### src/inc/soc_address_decoder_defs.vh
// Constants for the platform hub address decoder: route codes, fixed
// windows and legacy port slots. Assumes inclusion by design and testbench files.
//
// What this block does
// - Low memory and one-meg-to-top go to DRAM.
// - E segment to firmware when bit 6 set.
// - F segment to firmware when bit 7 set.
// - Upper 512K windows plus alias enabled by 8-14.
// - Topmost 512K window always firmware, swappable blocks.
// - Four 1M windows plus alias enabled by 0-3.
// - Internal APIC window gated by enable, select digits.
// - Eight 32K windows route to root ports.
// - Watchdog range sits 96 bytes above PM base.
// - Two 8-byte serial ranges, eight slots, to LPC.
// - Parallel range 8 bytes, three slots, to LPC.
// - Floppy range 8 bytes, two slots, to LPC.
// - LAN window A is 128K, base enabled.
// - LAN window B is 4K, base enabled.
// - EHCI window is 1K, base enabled.
// - Port 80 and write-only debug ports forward.
// - Legacy disk ports route to SATA path.
// - RTC/NMI ports split by direction and parity.
// - Native disk ranges go to SATA or redirection.
// - Swap mode inverts A16 in top blocks.
`ifndef SOC_ADDRESS_DECODER_DEFS_VH
`define SOC_ADDRESS_DECODER_DEFS_VH

// Route codes.
`define TGT_W 5
`define TGT_DEFAULT 5'h00
`define TGT_MAIN_MEM 5'h01
`define TGT_FW_PATH 5'h02
`define TGT_DMA 5'h03
`define TGT_DMA_FWD 5'h04
`define TGT_INTC 5'h05
`define TGT_TIMER 5'h06
`define TGT_RTC 5'h07
`define TGT_NMI_RTC 5'h08
`define TGT_NMI 5'h09
`define TGT_RESET_GEN 5'h0a
`define TGT_PM 5'h0b
`define TGT_SATA 5'h0c
`define TGT_LPC 5'h0d
`define TGT_APIC 5'h0e
`define TGT_ROOT_PORT 5'h0f
`define TGT_LAN 5'h10
`define TGT_EHCI 5'h11
`define TGT_WATCHDOG 5'h12
`define TGT_DISK_REDIR 5'h13
`define TGT_PROC_IF 5'h14

// Firmware decode enable bits.
`define FW_EN_W 16
`define FW_E_SEG_BIT 6
`define FW_F_SEG_BIT 7
`define FW_HI_BIT0 4'h8
`define FW_HI_TOP_IDX 3'h7

// Memory map constants.
`define LOW_MEM_END 32'h000e0000
`define ONE_MEG 32'h00100000
`define E_SEG_PAGE 16'h000e
`define F_SEG_PAGE 16'h000f
`define FW_HI_TAG 10'h3ff
`define FW_HI_ALIAS_TAG 10'h3fe
`define FW_LO_TAG 9'h1fe
`define APIC_TAG 12'hfec
`define APIC_WIN_LAST 12'h040
`define RP_FIRST_SLOT 5'h02
`define RP_LAST_SLOT 5'h09
`define SWAP_ADDR_BIT 16
`define SWAP_BLOCKS 2'h3

// I/O constants.
`define IO_W 16
`define TCO_OFFSET 16'h0060
`define TCO_SIZE_LOG2 5
`define PM_SIZE_LOG2 6
`define LEG_SIZE_LOG2 3
`define DISK_CMD_LOG2 3
`define DISK_CTL_LOG2 2
`define LAN_A_LOG2 17
`define LAN_B_LOG2 12
`define EHCI_LOG2 10

// Legacy slots, eight 16-bit bases, slot 0 in the low bits.
`define SERIAL_SLOTS 128'h03e8_0338_02e8_0238_0228_0220_02f8_03f8
`define PARALLEL_SLOTS 128'h0000_0000_0000_0000_0000_03bc_0278_0378
`define FLOPPY_SLOTS 128'h0000_0000_0000_0000_0000_0000_0370_03f0

`endif

### src/logic/window_hit.v
// Aligned power-of-two window compare used for the LAN, EHCI, PM, watchdog, serial, floppy and disk ranges.
// Assumes the base is already aligned to the window size.
`timescale 1ns/10ps
module window_hit #(
  parameter AW = 32,
  parameter SB = 12
) (
  // Address under test
  input wire [AW-1:0] addr_i,
  // Window placement
  input wire [AW-1:SB] base_i,
  input wire enable_i,
  // Result
  output wire hit_o
);
  assign hit_o = enable_i && (addr_i[AW-1:SB] == base_i);
endmodule // window_hit

### src/logic/slot_base.v
// Picks one of eight fixed 16-bit I/O bases from a packed table.
// Assumes unused slots in the table are never selected by software.
`timescale 1ns/10ps
module slot_base #(
  parameter [127:0] TABLE = 128'h0
) (
  // Slot select
  input wire [2:0] sel_i,
  // Chosen base
  output wire [15:0] base_o
);
  wire [127:0] shifted;
  assign shifted = TABLE >> {sel_i, 4'h0};
  assign base_o = shifted[15:0];
endmodule // slot_base

### src/logic/soc_address_decoder.v
// Platform hub address decoder: classifies each processor I/O or memory
// cycle and reports one registered route per cycle.
// Assumes all settings come from logic on mclk_i and are stable per cycle.
`timescale 1ns/10ps
`include "soc_address_decoder_defs.vh"
module soc_address_decoder (
  // Clock, reset, enable
  input wire mclk_i,
  input wire resetn_i,
  input wire ce_i,
  // Upstream cycle
  input wire cycle_valid_i,
  input wire cycle_mem_i,
  input wire cycle_write_i,
  input wire [31:0] cycle_addr_i,
  // Memory settings
  input wire [31:0] top_of_memory_i,
  input wire [`FW_EN_W-1:0] fw_decode_enable_i,
  input wire top_swap_i,
  input wire apic_window_enable_i,
  input wire [7:0] apic_window_select_i,
  input wire [7:0] port_apic_enable_i,
  input wire lan_window_a_enable_i,
  input wire [31:`LAN_A_LOG2] lan_window_a_base_i,
  input wire lan_window_b_enable_i,
  input wire [31:`LAN_B_LOG2] lan_window_b_base_i,
  input wire ehci_window_enable_i,
  input wire [31:`EHCI_LOG2] ehci_window_base_i,
  // I/O settings
  input wire pm_io_enable_i,
  input wire [15:`PM_SIZE_LOG2] pm_io_base_i,
  input wire watchdog_io_range_enable_i,
  input wire serial1_enable_i,
  input wire [2:0] serial1_slot_i,
  input wire serial2_enable_i,
  input wire [2:0] serial2_slot_i,
  input wire parallel_enable_i,
  input wire [1:0] parallel_slot_i,
  input wire floppy_enable_i,
  input wire floppy_slot_i,
  input wire disk_cmd_enable_i,
  input wire [15:`DISK_CMD_LOG2] disk_cmd_base_i,
  input wire disk_ctl_enable_i,
  input wire [15:`DISK_CTL_LOG2] disk_ctl_base_i,
  input wire disk_to_redirection_i,
  // Registered route
  output reg route_valid_o,
  output reg route_write_o,
  output reg route_mem_o,
  output reg [`TGT_W-1:0] route_target_o,
  output reg [2:0] route_port_o,
  output reg [31:0] route_addr_o
);

  wire [15:0] io_addr;
  wire [15:0] pm_base_full;
  wire [15:0] tco_base;
  wire [15:0] ser1_base;
  wire [15:0] ser2_base;
  wire [15:0] par_base;
  wire [15:0] fdc_base;
  wire lan_a_hit;
  wire lan_b_hit;
  wire ehci_hit;
  wire pm_hit;
  wire tco_hit;
  wire ser1_hit;
  wire ser2_hit;
  wire par_hit;
  wire fdc_hit;
  wire cmd_hit;
  wire ctl_hit;
  wire main_hit;
  wire apic_hit;
  wire [4:0] rp_slot;
  wire rp_in_range;
  wire [4:0] rp_index;
  wire rp_hit;
  wire fw_hi_tag;
  wire [2:0] fw_hi_idx;
  wire [3:0] fw_hi_bit;
  wire fw_hi_hit;
  wire fw_lo_hit;
  wire fw_seg_hit;
  wire fw_hit;
  wire swap_hit;
  wire [`TGT_W-1:0] disk_target;

  reg fixed_hit;
  reg [`TGT_W-1:0] fixed_tgt;
  reg [`TGT_W-1:0] next_target;
  reg [2:0] next_port;
  reg [31:0] next_addr;

  assign io_addr = cycle_addr_i[15:0];

  assign main_hit = (cycle_addr_i < `LOW_MEM_END) ||
                    ((cycle_addr_i >= `ONE_MEG) && (cycle_addr_i < top_of_memory_i));

  assign fw_seg_hit = ((cycle_addr_i[31:16] == `E_SEG_PAGE) && fw_decode_enable_i[`FW_E_SEG_BIT]) ||
                      ((cycle_addr_i[31:16] == `F_SEG_PAGE) && fw_decode_enable_i[`FW_F_SEG_BIT]);

  assign fw_hi_tag = (cycle_addr_i[31:22] == `FW_HI_TAG) || (cycle_addr_i[31:22] == `FW_HI_ALIAS_TAG);
  assign fw_hi_idx = cycle_addr_i[21:19];
  assign fw_hi_bit = `FW_HI_BIT0 + {1'b0, fw_hi_idx};
  assign fw_hi_hit = fw_hi_tag &&
                     ((fw_hi_idx == `FW_HI_TOP_IDX) || fw_decode_enable_i[fw_hi_bit]);

  // Lower 1M windows, alias folds on A22
  assign fw_lo_hit = (cycle_addr_i[31:23] == `FW_LO_TAG) &&
                     fw_decode_enable_i[cycle_addr_i[21:20]];

  assign fw_hit = fw_seg_hit || fw_hi_hit || fw_lo_hit;

  assign swap_hit = top_swap_i && fw_hi_tag && (fw_hi_idx == `FW_HI_TOP_IDX) &&
                    (cycle_addr_i[18:17] == `SWAP_BLOCKS);

  assign apic_hit = apic_window_enable_i && (cycle_addr_i[31:20] == `APIC_TAG) &&
                    (cycle_addr_i[19:12] == apic_window_select_i) &&
                    (cycle_addr_i[11:0] <= `APIC_WIN_LAST);

  assign rp_slot = cycle_addr_i[19:15];
  assign rp_in_range = (cycle_addr_i[31:20] == `APIC_TAG) &&
                       (rp_slot >= `RP_FIRST_SLOT) && (rp_slot <= `RP_LAST_SLOT);
  assign rp_index = rp_slot - `RP_FIRST_SLOT;
  assign rp_hit = rp_in_range && port_apic_enable_i[rp_index[2:0]];

  window_hit #(.AW(32), .SB(`LAN_A_LOG2)) u_lan_a (
    .addr_i(cycle_addr_i),
    .base_i(lan_window_a_base_i),
    .enable_i(lan_window_a_enable_i),
    .hit_o(lan_a_hit)
  );

  window_hit #(.AW(32), .SB(`LAN_B_LOG2)) u_lan_b (
    .addr_i(cycle_addr_i),
    .base_i(lan_window_b_base_i),
    .enable_i(lan_window_b_enable_i),
    .hit_o(lan_b_hit)
  );

  window_hit #(.AW(32), .SB(`EHCI_LOG2)) u_ehci (
    .addr_i(cycle_addr_i),
    .base_i(ehci_window_base_i),
    .enable_i(ehci_window_enable_i),
    .hit_o(ehci_hit)
  );

  assign pm_base_full = {pm_io_base_i, {`PM_SIZE_LOG2{1'b0}}};

  window_hit #(.AW(16), .SB(`PM_SIZE_LOG2)) u_pm (
    .addr_i(io_addr),
    .base_i(pm_io_base_i),
    .enable_i(pm_io_enable_i),
    .hit_o(pm_hit)
  );

  assign tco_base = pm_base_full + `TCO_OFFSET;

  window_hit #(.AW(16), .SB(`TCO_SIZE_LOG2)) u_tco (
    .addr_i(io_addr),
    .base_i(tco_base[15:`TCO_SIZE_LOG2]),
    .enable_i(watchdog_io_range_enable_i),
    .hit_o(tco_hit)
  );

  slot_base #(.TABLE(`SERIAL_SLOTS)) u_ser1_slot (
    .sel_i(serial1_slot_i),
    .base_o(ser1_base)
  );

  slot_base #(.TABLE(`SERIAL_SLOTS)) u_ser2_slot (
    .sel_i(serial2_slot_i),
    .base_o(ser2_base)
  );

  slot_base #(.TABLE(`PARALLEL_SLOTS)) u_par_slot (
    .sel_i({1'b0, parallel_slot_i}),
    .base_o(par_base)
  );

  slot_base #(.TABLE(`FLOPPY_SLOTS)) u_fdc_slot (
    .sel_i({2'b00, floppy_slot_i}),
    .base_o(fdc_base)
  );

  window_hit #(.AW(16), .SB(`LEG_SIZE_LOG2)) u_ser1 (
    .addr_i(io_addr),
    .base_i(ser1_base[15:`LEG_SIZE_LOG2]),
    .enable_i(serial1_enable_i),
    .hit_o(ser1_hit)
  );

  window_hit #(.AW(16), .SB(`LEG_SIZE_LOG2)) u_ser2 (
    .addr_i(io_addr),
    .base_i(ser2_base[15:`LEG_SIZE_LOG2]),
    .enable_i(serial2_enable_i),
    .hit_o(ser2_hit)
  );

  // The unused fourth parallel slot decodes to a zero base and is held off.
  // One parallel base is not eight-byte aligned, so the range is an offset compare.
  assign par_hit = parallel_enable_i && (par_base != 16'h0000) &&
                   (((io_addr - par_base) >> `LEG_SIZE_LOG2) == 16'h0000);

  window_hit #(.AW(16), .SB(`LEG_SIZE_LOG2)) u_fdc (
    .addr_i(io_addr),
    .base_i(fdc_base[15:`LEG_SIZE_LOG2]),
    .enable_i(floppy_enable_i),
    .hit_o(fdc_hit)
  );

  window_hit #(.AW(16), .SB(`DISK_CMD_LOG2)) u_cmd (
    .addr_i(io_addr),
    .base_i(disk_cmd_base_i),
    .enable_i(disk_cmd_enable_i),
    .hit_o(cmd_hit)
  );

  window_hit #(.AW(16), .SB(`DISK_CTL_LOG2)) u_ctl (
    .addr_i(io_addr),
    .base_i(disk_ctl_base_i),
    .enable_i(disk_ctl_enable_i),
    .hit_o(ctl_hit)
  );

  assign disk_target = disk_to_redirection_i ? `TGT_DISK_REDIR : `TGT_SATA;

  // Fixed legacy I/O map. Reserved reads leave fixed_hit low so they fall
  // through to the watchdog, PM, disk and legacy slot ranges before the default target.
  always @* begin
    fixed_hit = 1'b1;
    fixed_tgt = `TGT_DEFAULT;
    if (io_addr[15:8] == 8'h00) begin
      casez (io_addr[7:0])
        8'b000?_????: begin
          if (!cycle_write_i && (io_addr[3:0] >= 4'h9) && (io_addr[3:0] <= 4'he))
            fixed_hit = 1'b0;
          else
            fixed_tgt = `TGT_DMA;
        end
        8'h2e, 8'h2f, 8'h4e, 8'h4f, 8'h60, 8'h62, 8'h64, 8'h66: fixed_tgt = `TGT_LPC;
        8'b?01?_??0?: fixed_tgt = `TGT_INTC;
        8'b010?_0011: begin
          if (cycle_write_i)
            fixed_tgt = `TGT_TIMER;
          else
            fixed_hit = 1'b0;
        end
        8'b010?_00??: fixed_tgt = `TGT_TIMER;
        8'h61: fixed_tgt = `TGT_NMI;
        8'b0111_0???: begin
          if (io_addr[0])
            fixed_tgt = `TGT_RTC;
          else if (cycle_write_i)
            fixed_tgt = `TGT_NMI_RTC;
          else if (io_addr[2:0] == 3'h0)
            fixed_hit = 1'b0;
          else
            fixed_tgt = `TGT_RTC;
        end
        8'h80: fixed_tgt = `TGT_DMA_FWD;
        8'h84, 8'h85, 8'h86, 8'h88, 8'h8c, 8'h8d, 8'h8e:
          fixed_tgt = cycle_write_i ? `TGT_DMA_FWD : `TGT_DMA;
        8'h92: fixed_tgt = `TGT_RESET_GEN;
        8'b100?_????: fixed_tgt = `TGT_DMA;
        8'hb2, 8'hb3: fixed_tgt = `TGT_PM;
        8'b110?_????: begin
          if (!cycle_write_i && (io_addr[7:0] >= 8'hd2) && (io_addr[7:0] <= 8'hdd))
            fixed_hit = 1'b0;
          else if (io_addr[7:0] <= 8'hd1 || io_addr[7:0] >= 8'hd2)
            fixed_tgt = `TGT_DMA;
        end
        8'hf0: fixed_tgt = `TGT_PROC_IF;
        default: fixed_hit = 1'b0;
      endcase
    end else begin
      casez (io_addr)
        16'h017?, 16'h01f?: begin
          if (io_addr[3])
            fixed_hit = 1'b0;
          else
            fixed_tgt = `TGT_SATA;
        end
        16'h0376, 16'h03f6: fixed_tgt = `TGT_SATA;
        16'h020?: fixed_tgt = `TGT_LPC;
        16'h04d0, 16'h04d1: fixed_tgt = `TGT_INTC;
        16'h0cf9: fixed_tgt = `TGT_RESET_GEN;
        default: fixed_hit = 1'b0;
      endcase
    end
  end

  always @* begin
    next_target = `TGT_DEFAULT;
    next_port = 3'h0;
    next_addr = cycle_addr_i;
    if (cycle_mem_i) begin
      if (main_hit) begin
        next_target = `TGT_MAIN_MEM;
      end else if (apic_hit) begin
        next_target = `TGT_APIC;
      end else if (rp_hit) begin
        next_target = `TGT_ROOT_PORT;
        next_port = rp_index[2:0];
      end else if (fw_hit) begin
        next_target = `TGT_FW_PATH;
        if (swap_hit)
          next_addr[`SWAP_ADDR_BIT] = ~cycle_addr_i[`SWAP_ADDR_BIT];
      end else if (lan_a_hit || lan_b_hit) begin
        next_target = `TGT_LAN;
      end else if (ehci_hit) begin
        next_target = `TGT_EHCI;
      end
    end else begin
      if (fixed_hit)
        next_target = fixed_tgt;
      else if (tco_hit)
        next_target = `TGT_WATCHDOG;
      else if (pm_hit)
        next_target = `TGT_PM;
      else if (cmd_hit || ctl_hit)
        next_target = disk_target;
      else if (ser1_hit || ser2_hit || par_hit || fdc_hit)
        next_target = `TGT_LPC;
    end
  end

  always @(posedge mclk_i or negedge resetn_i) begin
    if (!resetn_i) begin
      route_valid_o <= 1'b0;
      route_write_o <= 1'b0;
      route_mem_o <= 1'b0;
      route_target_o <= `TGT_DEFAULT;
      route_port_o <= 3'h0;
      route_addr_o <= 32'h0000_0000;
    end else if (ce_i) begin
      route_valid_o <= cycle_valid_i;
      if (cycle_valid_i) begin
        route_write_o <= cycle_write_i;
        route_mem_o <= cycle_mem_i;
        route_target_o <= next_target;
        route_port_o <= next_port;
        route_addr_o <= next_addr;
      end
    end
  end

endmodule // soc_address_decoder

### config.mk
export PLATFORM = sky130hd
export DESIGN_NAME = soc_address_decoder
export DESIGN_NICKNAME = d
export VERILOG_FILES = /design/src/logic/window_hit.v /design/src/logic/slot_base.v /design/src/logic/soc_address_decoder.v
export VERILOG_INCLUDE_DIRS = /design/src /design/src/inc
export SDC_FILE = /design/constraint.sdc
export NUM_CORES = 1
export LEC_CHECK = 0
export ABC_AREA = 1
export BUFFER_PORTS_ARGS = -buffer_cell sky130_fd_sc_hd__buf_2
export CORE_ASPECT_RATIO = 1.2
export CORE_MARGIN = 4
export CORE_UTILIZATION = 49
export CTS_BUF_LIST = sky130_fd_sc_hd__clkbuf_8
export CTS_CLUSTER_DIAMETER = 50
export CTS_CLUSTER_SIZE = 8
export DETAILED_ROUTE_END_ITERATION = 10
export PLACE_DENSITY = 0.82
export SETUP_SLACK_MARGIN = 0.2
export SKIP_CTS_REPAIR_TIMING = 1
export SYNTH_ARGS = -nofsm -noshare
export SYNTH_HDL_FRONTEND = slang
export SYNTH_HIERARCHICAL = 1
export SYNTH_SLANG_ARGS = --single-unit
### constraint.sdc
create_clock -name mclk_i -period 0.8 [get_ports mclk_i]
set_clock_uncertainty 0.05 [all_clocks]
set_input_delay 0.08 -clock mclk_i [delete_from_list [all_inputs] [get_ports mclk_i]]
set_output_delay 0.08 -clock mclk_i [all_outputs]
set_load 0.005 [all_outputs]
==> impl_metrics.ini, run 1 <==
[status]
outcome = finished with violations
failed_checks = negative hold slack, negative setup slack

[global_route]
grt_pass1_wl_mm = 51.4
grt_pass1_vias = 10905
grt_usage_pct = 31.7
grt_start_max_net_pins = 44
grt_remaining_overflow = 0
antenna_found_initial = 1

[drt]
drc = 0
drt_pass1_iterations = 7
ant_nets = 0
vias = 12299
dr.first_iter.drc_count = 1002
wire_per_inst_um = 15.3
wirelength_mm = 37.0
viasPerCell = 5.08

[place]
dp_hpwl_mm = 28.6
post_dp_cell_area_um2 = 11900
gp_congestion = 0.957
io_buffers = 258

[power]
p_comb_share_pct = 61.2
p_clk_share_pct = 15.7
switching_share_pct = 42.2
internal_power_w = 0.00647
pwr_density_cell_nw_per_um2 = 851
leakagePower_nw = 8.14
power_frac_seq_pct = 23.1
power.switching_w = 0.00472
peakVddDrop_v = 0.000781

[cts]
clk_path_buf_depth = 2
cts_root_buf = clkbuf_8
insertion_delay_ns = 0.30
clk_pin_slew_ns = 0.09
numClockSinks = 43
tritoncts = done
cts_buffers = 5
htree_num_levels = 2

[setup_path]
max_stage_delay_ns = 0.27
end_kind = register
criticalPathCategory = in -> reg
required_ns = 0.98
cp_cell_sequence = buf_8 > a21oi_4 > inv_2 > ha_4 > nand2_2 > nand2_4 > a21oi_4 > nand2_2 > nand2_2 > nand2_2 > a21oi_2 > nand3_1 > nor2_2 > nand2_2 > nand4_1 > nand2_1 > nand2_1 > nand2_1 > a21oi_2
crit_top_cell = nand2_2
crit_fanout = 5
cp_slowest_cell = ha_4
path_buf_inv = 2
crit_family = simple AND/OR/NAND/NOR gates
cp.arrival_ns = 2.10
start_kind = primary input

[die]
num_rows = 52
die_y_um = 153
initial_utilization_pct = 50.3
die_width_um = 129
fp.coreArea_um2 = 17000
floorplan.die_area_um2 = 19700
io_pins = 262

[timing]
setup_tns_ns = -15.76
hold_viol = 43
drv_slew = 0
holdWs_ns = -0.303
period_needed_ns = 1.92
finalCritPeriodShare_pct = 240
rsz0062_at_grt = true
setup_viol = 60
max_freq_mhz = 522
worst_slack_ns = -1.12

[min_path]
hold_path_class = in -> async

[cells_and_area]
syn2layout_area_growth_pct = 53.5
fin_area_um2 = 13200
multi_input_area_um2 = 6500
fillerInstances = 1379
fin_nets = 2474
seq_area_um2 = 1080
drive_above_1_share_pct = 33.3

[synth]
syn_inst = 1696
avgSynthCellArea_um2 = 5.05
syn_area_um2 = 8570
ys_warn_count = 6

[flow_run]
maxCapViolations = 0
-- worst reg2reg max path: stages (launching register included) --
cell and delay (ns):
dfrtp_1 0.44, buf_4 0.16, nand2_1 0.05, nand2_1 0.04
-- final timing paths --
| path | start | end | slack (ns) | depth (start not counted) |
|---|---|---|---|---|
| max | parallel_slot_i[1] | route_target_o[3] | -1.12 | 19 |
| min | resetn_i | route_addr_o[26] | -0.30 | 2 |
| max reg2reg | route_target_o[0] | route_target_o[0] | -0.04 | 3 |
| min reg2reg | route_port_o[2] | route_port_o[2] | 0.45 | 2 |
| max in group asynchronous | resetn_i | route_port_o[1] | 0.79 | 2 |
| min in group mclk_i | ce_i | route_valid_o | 0.10 | 3 |
-- power by group through the flow --
| stage | Combinational [W] | Clock, W | Sequential, W |
|---|---|---|---|
| floorplan | 0.00296 | 0 | 0.00259 |
| global placement | 0.00550 | 0 | 0.00259 |
| detailed placement | 0.00562 | 0 | 0.00259 |
| CTS | 0.00565 | 0.00177 | 0.00255 |
| global route | 0.00748 | 0.00184 | 0.00260 |
| finish | 0.00685 | 0.00176 | 0.00258 |
-- cell type report --
| cell class | count | area share, % |
|---|---|---|
| antenna | 1 | 0.0190 |
| clock buffer | 5 | 0.523 |
| clock inverter | 3 | 0.352 |
| inverter | 416 | 12.2 |
| multi-input combinational | 1214 | 49.4 |
| sequential | 43 | 8.18 |
| tap | 216 | 2.05 |
| timing repair buffer | 525 | 27.3 |
-- layer usage --
metal	up-vias	routed length, µm	global-route usage, %
met3	155	3060	2.90
met4	0	1930	11.2
met2	681	18400	57.8
met5	-	0	0
li1	6041	-	-
met1	5422	13700	38.1
-- placed cells by master (no fill, tap or decap), drive strengths merged --
cell type and instances:
a21boi 1, a21oi 40, a22o 2, a31oi 3, and3 2, buf 521, bufinv 1, clkbuf 9
clkinv 1, clkinvlp 3, conb 38, dfrtp 43, diode 1, ha 50, inv 414, nand2 602
nand3 80, nand3b 3, nand4 23, nor2 190, nor3 25, nor3b 3, nor4 11, o2111ai 1
o211ai 4, o21a 1, o21ai 93, o21bai 3, o22ai 5, o31ai 1, o41ai 1, or2 3
xnor2 14, xor2 15
-- metrics by stage --
| step | power (W) | setup slack [ns] | std cells | utilization, % |
|---|---|---|---|---|
| 2_1_floorplan | 0.00556 | -1.06 | 1726 | - |
| 3_3_place_gp | 0.00809 | -1.47 | 2369 | 69.8 |
| 3_5_place_dp | 0.00821 | -1.56 | 2369 | 69.8 |
| 4_1_cts | 0.00997 | -1.26 | 2377 | 70.4 |
| 5_1_grt | 0.0119 | -1.31 | 2423 | 77.2 |
| 6_report | 0.0112 | -1.12 | 2423 | 77.2 |
-- sequential cells by signal, indices dropped and copies added (netlist names) --
register	flops
route_addr_o	32
route_mem_o	1
route_port_o	3
route_target_o	5
route_valid_o	1
route_write_o	1
Note: power is estimated with default switching activity, not from simulation.
==> run 2: changes to the inputs <==
- CTS_BUF_LIST: sky130_fd_sc_hd__clkbuf_8 -> sky130_fd_sc_hd__clkbuf_4 sky130_fd_sc_hd__clkbuf_8 sky130_fd_sc_hd__clkbuf_16
- PLACE_DENSITY: 0.82 -> unset
- PLACE_DENSITY_LB_ADDON: unset -> 0.25
==> run 2 against run 1 <==
The flow still finishes with violations (negative hold slack, negative setup slack); non-clock buffer count fell by 22; power rose by 1.4%; hold slack improved by 0.013 ns; critical path type unchanged; critical endpoint unchanged.
==> impl_metrics.ini, run 2 (synthesis gave the netlist of run 1 again) <==
[status]
outcome = finished with violations
failed_checks = negative hold slack, negative setup slack

[timing]
finalCritPeriodShare_pct = 250
worst_slack_ns = -1.20
max_freq_mhz = 500
setup_viol = 53
hold_viol = 43
drv_slew = 0
period_needed_ns = 2.00
holdWs_ns = -0.290
rsz0062_at_grt = true

[global_route]
grt_usage_pct = 30.9
grt_pass1_vias = 11028
grt_pass1_wl_mm = 50.1
antenna_found_initial = 3
grt_start_max_net_pins = 44
grt_remaining_overflow = 0

[cells_and_area]
layout_common_cells = nand2_1, inv_1, buf_2
final_cells = 2404
largest_register = route_addr_o
fin_area_um2 = 12800
top_regs = route_addr_o (32), route_target_o (5), route_port_o (3)
fillerInstances = 1438
largest_reg_flops = 32
drive_above_1_share_pct = 31.4
syn2layout_area_growth_pct = 49.7
final_common_cell = nand2_1
fin_nets = 2452

[setup_path]
crit_family = simple AND/OR/NAND/NOR gates
cp_slowest_cell = ha_4
path_buf_inv = 2
cp.arrival_ns = 2.17
max_stage_delay_ns = 0.28
start_kind = primary input
criticalPathCategory = in -> reg
cp_cell_sequence = buf_8 > a21oi_4 > inv_2 > ha_4 > nand2_1 > nand2_2 > a21oi_2 > nand2_4 > nand2_2 > nand3b_1 > nand2_1 > nand3_2 > nor2_1 > nand2_1 > nand4_1 > nand2_1 > nand2_1 > nand2_1 > a21oi_2
cp.depth = 19
crit_top_cell = nand2_1
crit_fanout = 6
reg2reg_depth = 3
end_kind = register
required_ns = 0.97

[place]
dp_hpwl_mm = 27.3
numPlacedInstances = 2366
gp_congestion = 0.955
post_dp_cell_area_um2 = 11900
io_buffers = 258

[min_path]
hold_path_class = in -> async

[drt]
wirelength_mm = 33.9
drt_pass1_iterations = 6
ant_nets = 0
drc = 0
wire_per_inst_um = 14.1
viasPerCell = 4.91
dr.first_iter.drc_count = 886
vias = 11802

[power]
leakagePower_nw = 8.04
pwr_density_cell_nw_per_um2 = 885
peakVddDrop_v = 0.00120

[flow_run]
maxCapViolations = 0

[cts]
cts_root_buf = clkbuf_16
insertion_delay_ns = 0.28
clk_path_buf_depth = 2
htree_num_levels = 2
tritoncts = done
numClockSinks = 43
cts_buffers = 5
clk_pin_slew_ns = 0.06

[die]
io_pins = 262
fp.coreArea_um2 = 17000
initial_utilization_pct = 50.3
num_rows = 52
floorplan.die_area_um2 = 19700
die_width_um = 129
die_y_um = 153
[run 2: worst reg2reg max path, cell delays in order (launching register included)]
cell and delay (ns):
dfrtp_1 0.40, buf_4 0.14, nand2_1 0.06, o21ai_1 0.06
[run 2: cell type report]
class	count	area, µm²	area share [%]
tap	216	270	2.11
multi-input combinational	1214	6340	49.4
clock buffer	5	125	0.975
timing repair buffer	503	3380	26.3
sequential	43	1080	8.39
inverter	416	1590	12.4
clock inverter	3	43.8	0.341
antenna	4	10.0	0.0780
[run 2: final timing paths]
check | to | start | slack [ns]
worst min register to register | route_addr_o[9] | route_addr_o[9] | 0.44
worst max-delay path | route_target_o[3] | parallel_slot_i[1] | -1.20
max in group asynchronous | route_target_o[3] | resetn_i | 0.77
min in group mclk_i | route_valid_o | ce_i | 0.09
worst max register to register | route_port_o[1] | route_port_o[1] | -0.03
worst min-delay path | route_valid_o | resetn_i | -0.29
[run 2: stage by stage]
stage	power (W)	util, %	hold slack, ns	TNS, ns	worst slack, ns
2_1_floorplan	0.00556	-	-0.266	-7.26	-1.06
3_3_place_gp	0.00806	69.8	0.0185	-15.40	-1.44
3_5_place_dp	0.00818	69.8	0.0184	-16.13	-1.50
4_1_cts	0.0105	70.8	-0.279	-14.87	-1.21
5_1_grt	0.0122	75.3	-0.267	-17.13	-1.36
6_report	0.0114	75.3	-0.290	-14.77	-1.20
[run 2: per-layer routing]
layer | up-vias | track usage [%] | wire length (µm)
li1 | 5995 | - | -
met1 | 5206 | 37.3 | 12900
met2 | 486 | 56.0 | 17000
met3 | 115 | 2.41 | 2350
met4 | 0 | 12.6 | 1620
met5 | - | 0 | 0
[run 2: power breakdown]
part	total [W]	switching [W]	internal (W)
registers	0.00257	0.000158	0.00241
logic	0.00645	0.00351	0.00294
clock network	0.00233	0.000858	0.00147
total	0.0114	0.00453	0.00683
==> run 3: changes to the inputs <==
- SKIP_LAST_GASP: unset -> 1
==> run 3 against run 2 <==
The run still ends with negative hold slack, negative setup slack left; power about the same; sequential cell count did not move; combinational power hardly changed; register-to-register slack is essentially flat; global-route usage stayed put; final cell count barely moved; core utilization shrank 0.15 points; critical path depth did not move; highest routed layer unchanged; critical endpoint unchanged.
==> impl_metrics.ini, run 3 (synthesis gave the netlist of run 1 again) <==
[cts]
tritoncts = done
insertion_delay_ns = 0.28
clk_pin_slew_ns = 0.06
clk_path_buf_depth = 2
cts_root_buf = clkbuf_16
numClockSinks = 43
htree_num_levels = 2
cts_buffers = 5

[status]
outcome = finished with violations
failed_checks = negative hold slack, negative setup slack

[cells_and_area]
final_util_pct = 75.1
final_common_cell = nand2_1
fin_area_um2 = 12800
syn2layout_area_growth_pct = 49.4
drive_above_1_share_pct = 31.3
fin_nets = 2452
layout_common_cells = nand2_1, inv_1, buf_2
top_regs = route_addr_o (32), route_target_o (5), route_port_o (3)
final_cells = 2403
largest_reg_flops = 32
largest_register = route_addr_o

[place]
post_dp_cell_area_um2 = 11900
gp_congestion = 0.955
place_ws_ns = -1.50
numPlacedInstances = 2366
io_buffers = 258
dp_hpwl_mm = 27.3

[die]
die_y_um = 153
num_rows = 52
floorplan.die_area_um2 = 19700
initial_utilization_pct = 50.3
io_pins = 262
fp.coreArea_um2 = 17000
die_width_um = 129

[timing]
drv_slew = 0
finalCritPeriodShare_pct = 248
period_needed_ns = 1.99
worst_slack_ns = -1.19
setup_viol = 53
rsz0062_at_grt = true
hold_viol = 43
holdWs_ns = -0.290
max_freq_mhz = 503

[setup_path]
required_ns = 0.97
crit_fanout = 6
start_kind = primary input
end_kind = register
criticalPathCategory = in -> reg
cp.arrival_ns = 2.15

[drt]
dr.first_iter.drc_count = 808
wirelength_mm = 33.9
met3_length_mm = 2.20
met1Wirelength_mm = 13.1
ant_nets = 0
wire_per_inst_um = 14.1
viasPerCell = 4.93
wl_met2_mm = 16.9
vias = 11854
drt_pass1_iterations = 8
drc = 0
top_layer_used = met4

[power]
internal_power_w = 0.00682
p_clk_share_pct = 20.6
pwr_density_cell_nw_per_um2 = 886
switching_share_pct = 39.9
power_frac_seq_pct = 22.7
leakagePower_nw = 8.03
p_comb_share_pct = 56.7
power.switching_w = 0.00453
peakVddDrop_v = 0.00120

[global_route]
grt_pass1_wl_mm = 50.1
grt_remaining_overflow = 0
antenna_found_initial = 3
grt_start_max_net_pins = 44
grt_pass1_vias = 11028
grt_usage_pct = 30.9

[flow_run]
maxCapViolations = 0

[min_path]
hold_path_class = in -> async
-- run 3: path summary, 6_finish.rpt --
| path | startpoint | to | depth (start not counted) | slack (ns) |
|---|---|---|---|---|
| setup reg to reg | route_addr_o[4] | route_addr_o[4] | 3 | -0.02 |
| setup / recovery | parallel_slot_i[1] | route_target_o[3] | 19 | -1.19 |
| max in group asynchronous | resetn_i | route_target_o[3] | 2 | 0.77 |
| hold / removal | resetn_i | route_valid_o | 2 | -0.29 |
| hold reg to reg | route_addr_o[9] | route_addr_o[9] | 2 | 0.44 |
| min in group mclk_i | ce_i | route_valid_o | 3 | 0.09 |
-- run 3: layout make-up --
cell class / instances / area, µm²
inverter: 416 / 1590
clock buffer: 5 / 125
fill: 1443 / 4240
multi-input combinational: 1214 / 6330
antenna: 3 / 7.51
sequential: 43 / 1080
tap: 216 / 270
timing repair buffer: 503 / 3370
clock inverter: 3 / 43.8
-- run 3: worst max-delay path, cell delays in order --
cell      delay [ns]
buf_8           0.10
a21oi_4         0.27
inv_2           0.10
ha_4            0.28
nand2_1         0.08
nand2_2         0.07
a21oi_2         0.20
nand2_4         0.09
nand2_2         0.06
nand3b_1        0.08
nand2_1         0.08
nand3_2         0.06
nor2_1          0.09
nand2_1         0.10
nand4_1         0.10
nand2_1         0.05
nand2_1         0.06
nand2_1         0.06
a21oi_2         0.13
-- run 3: layer usage --
| metal | global-route usage (%) | vias to the layer above |
|---|---|---|
| li1 | - | 6000 |
| met1 | 37.3 | 5257 |
| met2 | 56.0 | 471 |
| met3 | 2.41 | 126 |
| met4 | 12.6 | 0 |
| met5 | 0 | - |
-- run 3: power groups by stage --
stage	clock (W)	combinational, W	sequential (W)
finish	0.00234	0.00644	0.00257
global placement	0	0.00548	0.00258
global route	0.00242	0.00713	0.00259
floorplan	0	0.00296	0.00259
detailed placement	0	0.00559	0.00258
CTS	0.00233	0.00562	0.00255
-- run 3: per-stage QoR --
| step | power (W) | setup TNS (ns) |
|---|---|---|
| final | 0.0114 | -14.83 |
| after detailed placement | 0.00818 | -16.13 |
| after floorplan | 0.00556 | -7.26 |
| after CTS | 0.0105 | -14.87 |
| after global placement | 0.00806 | -15.40 |
| after global routing | 0.0121 | -17.21 |
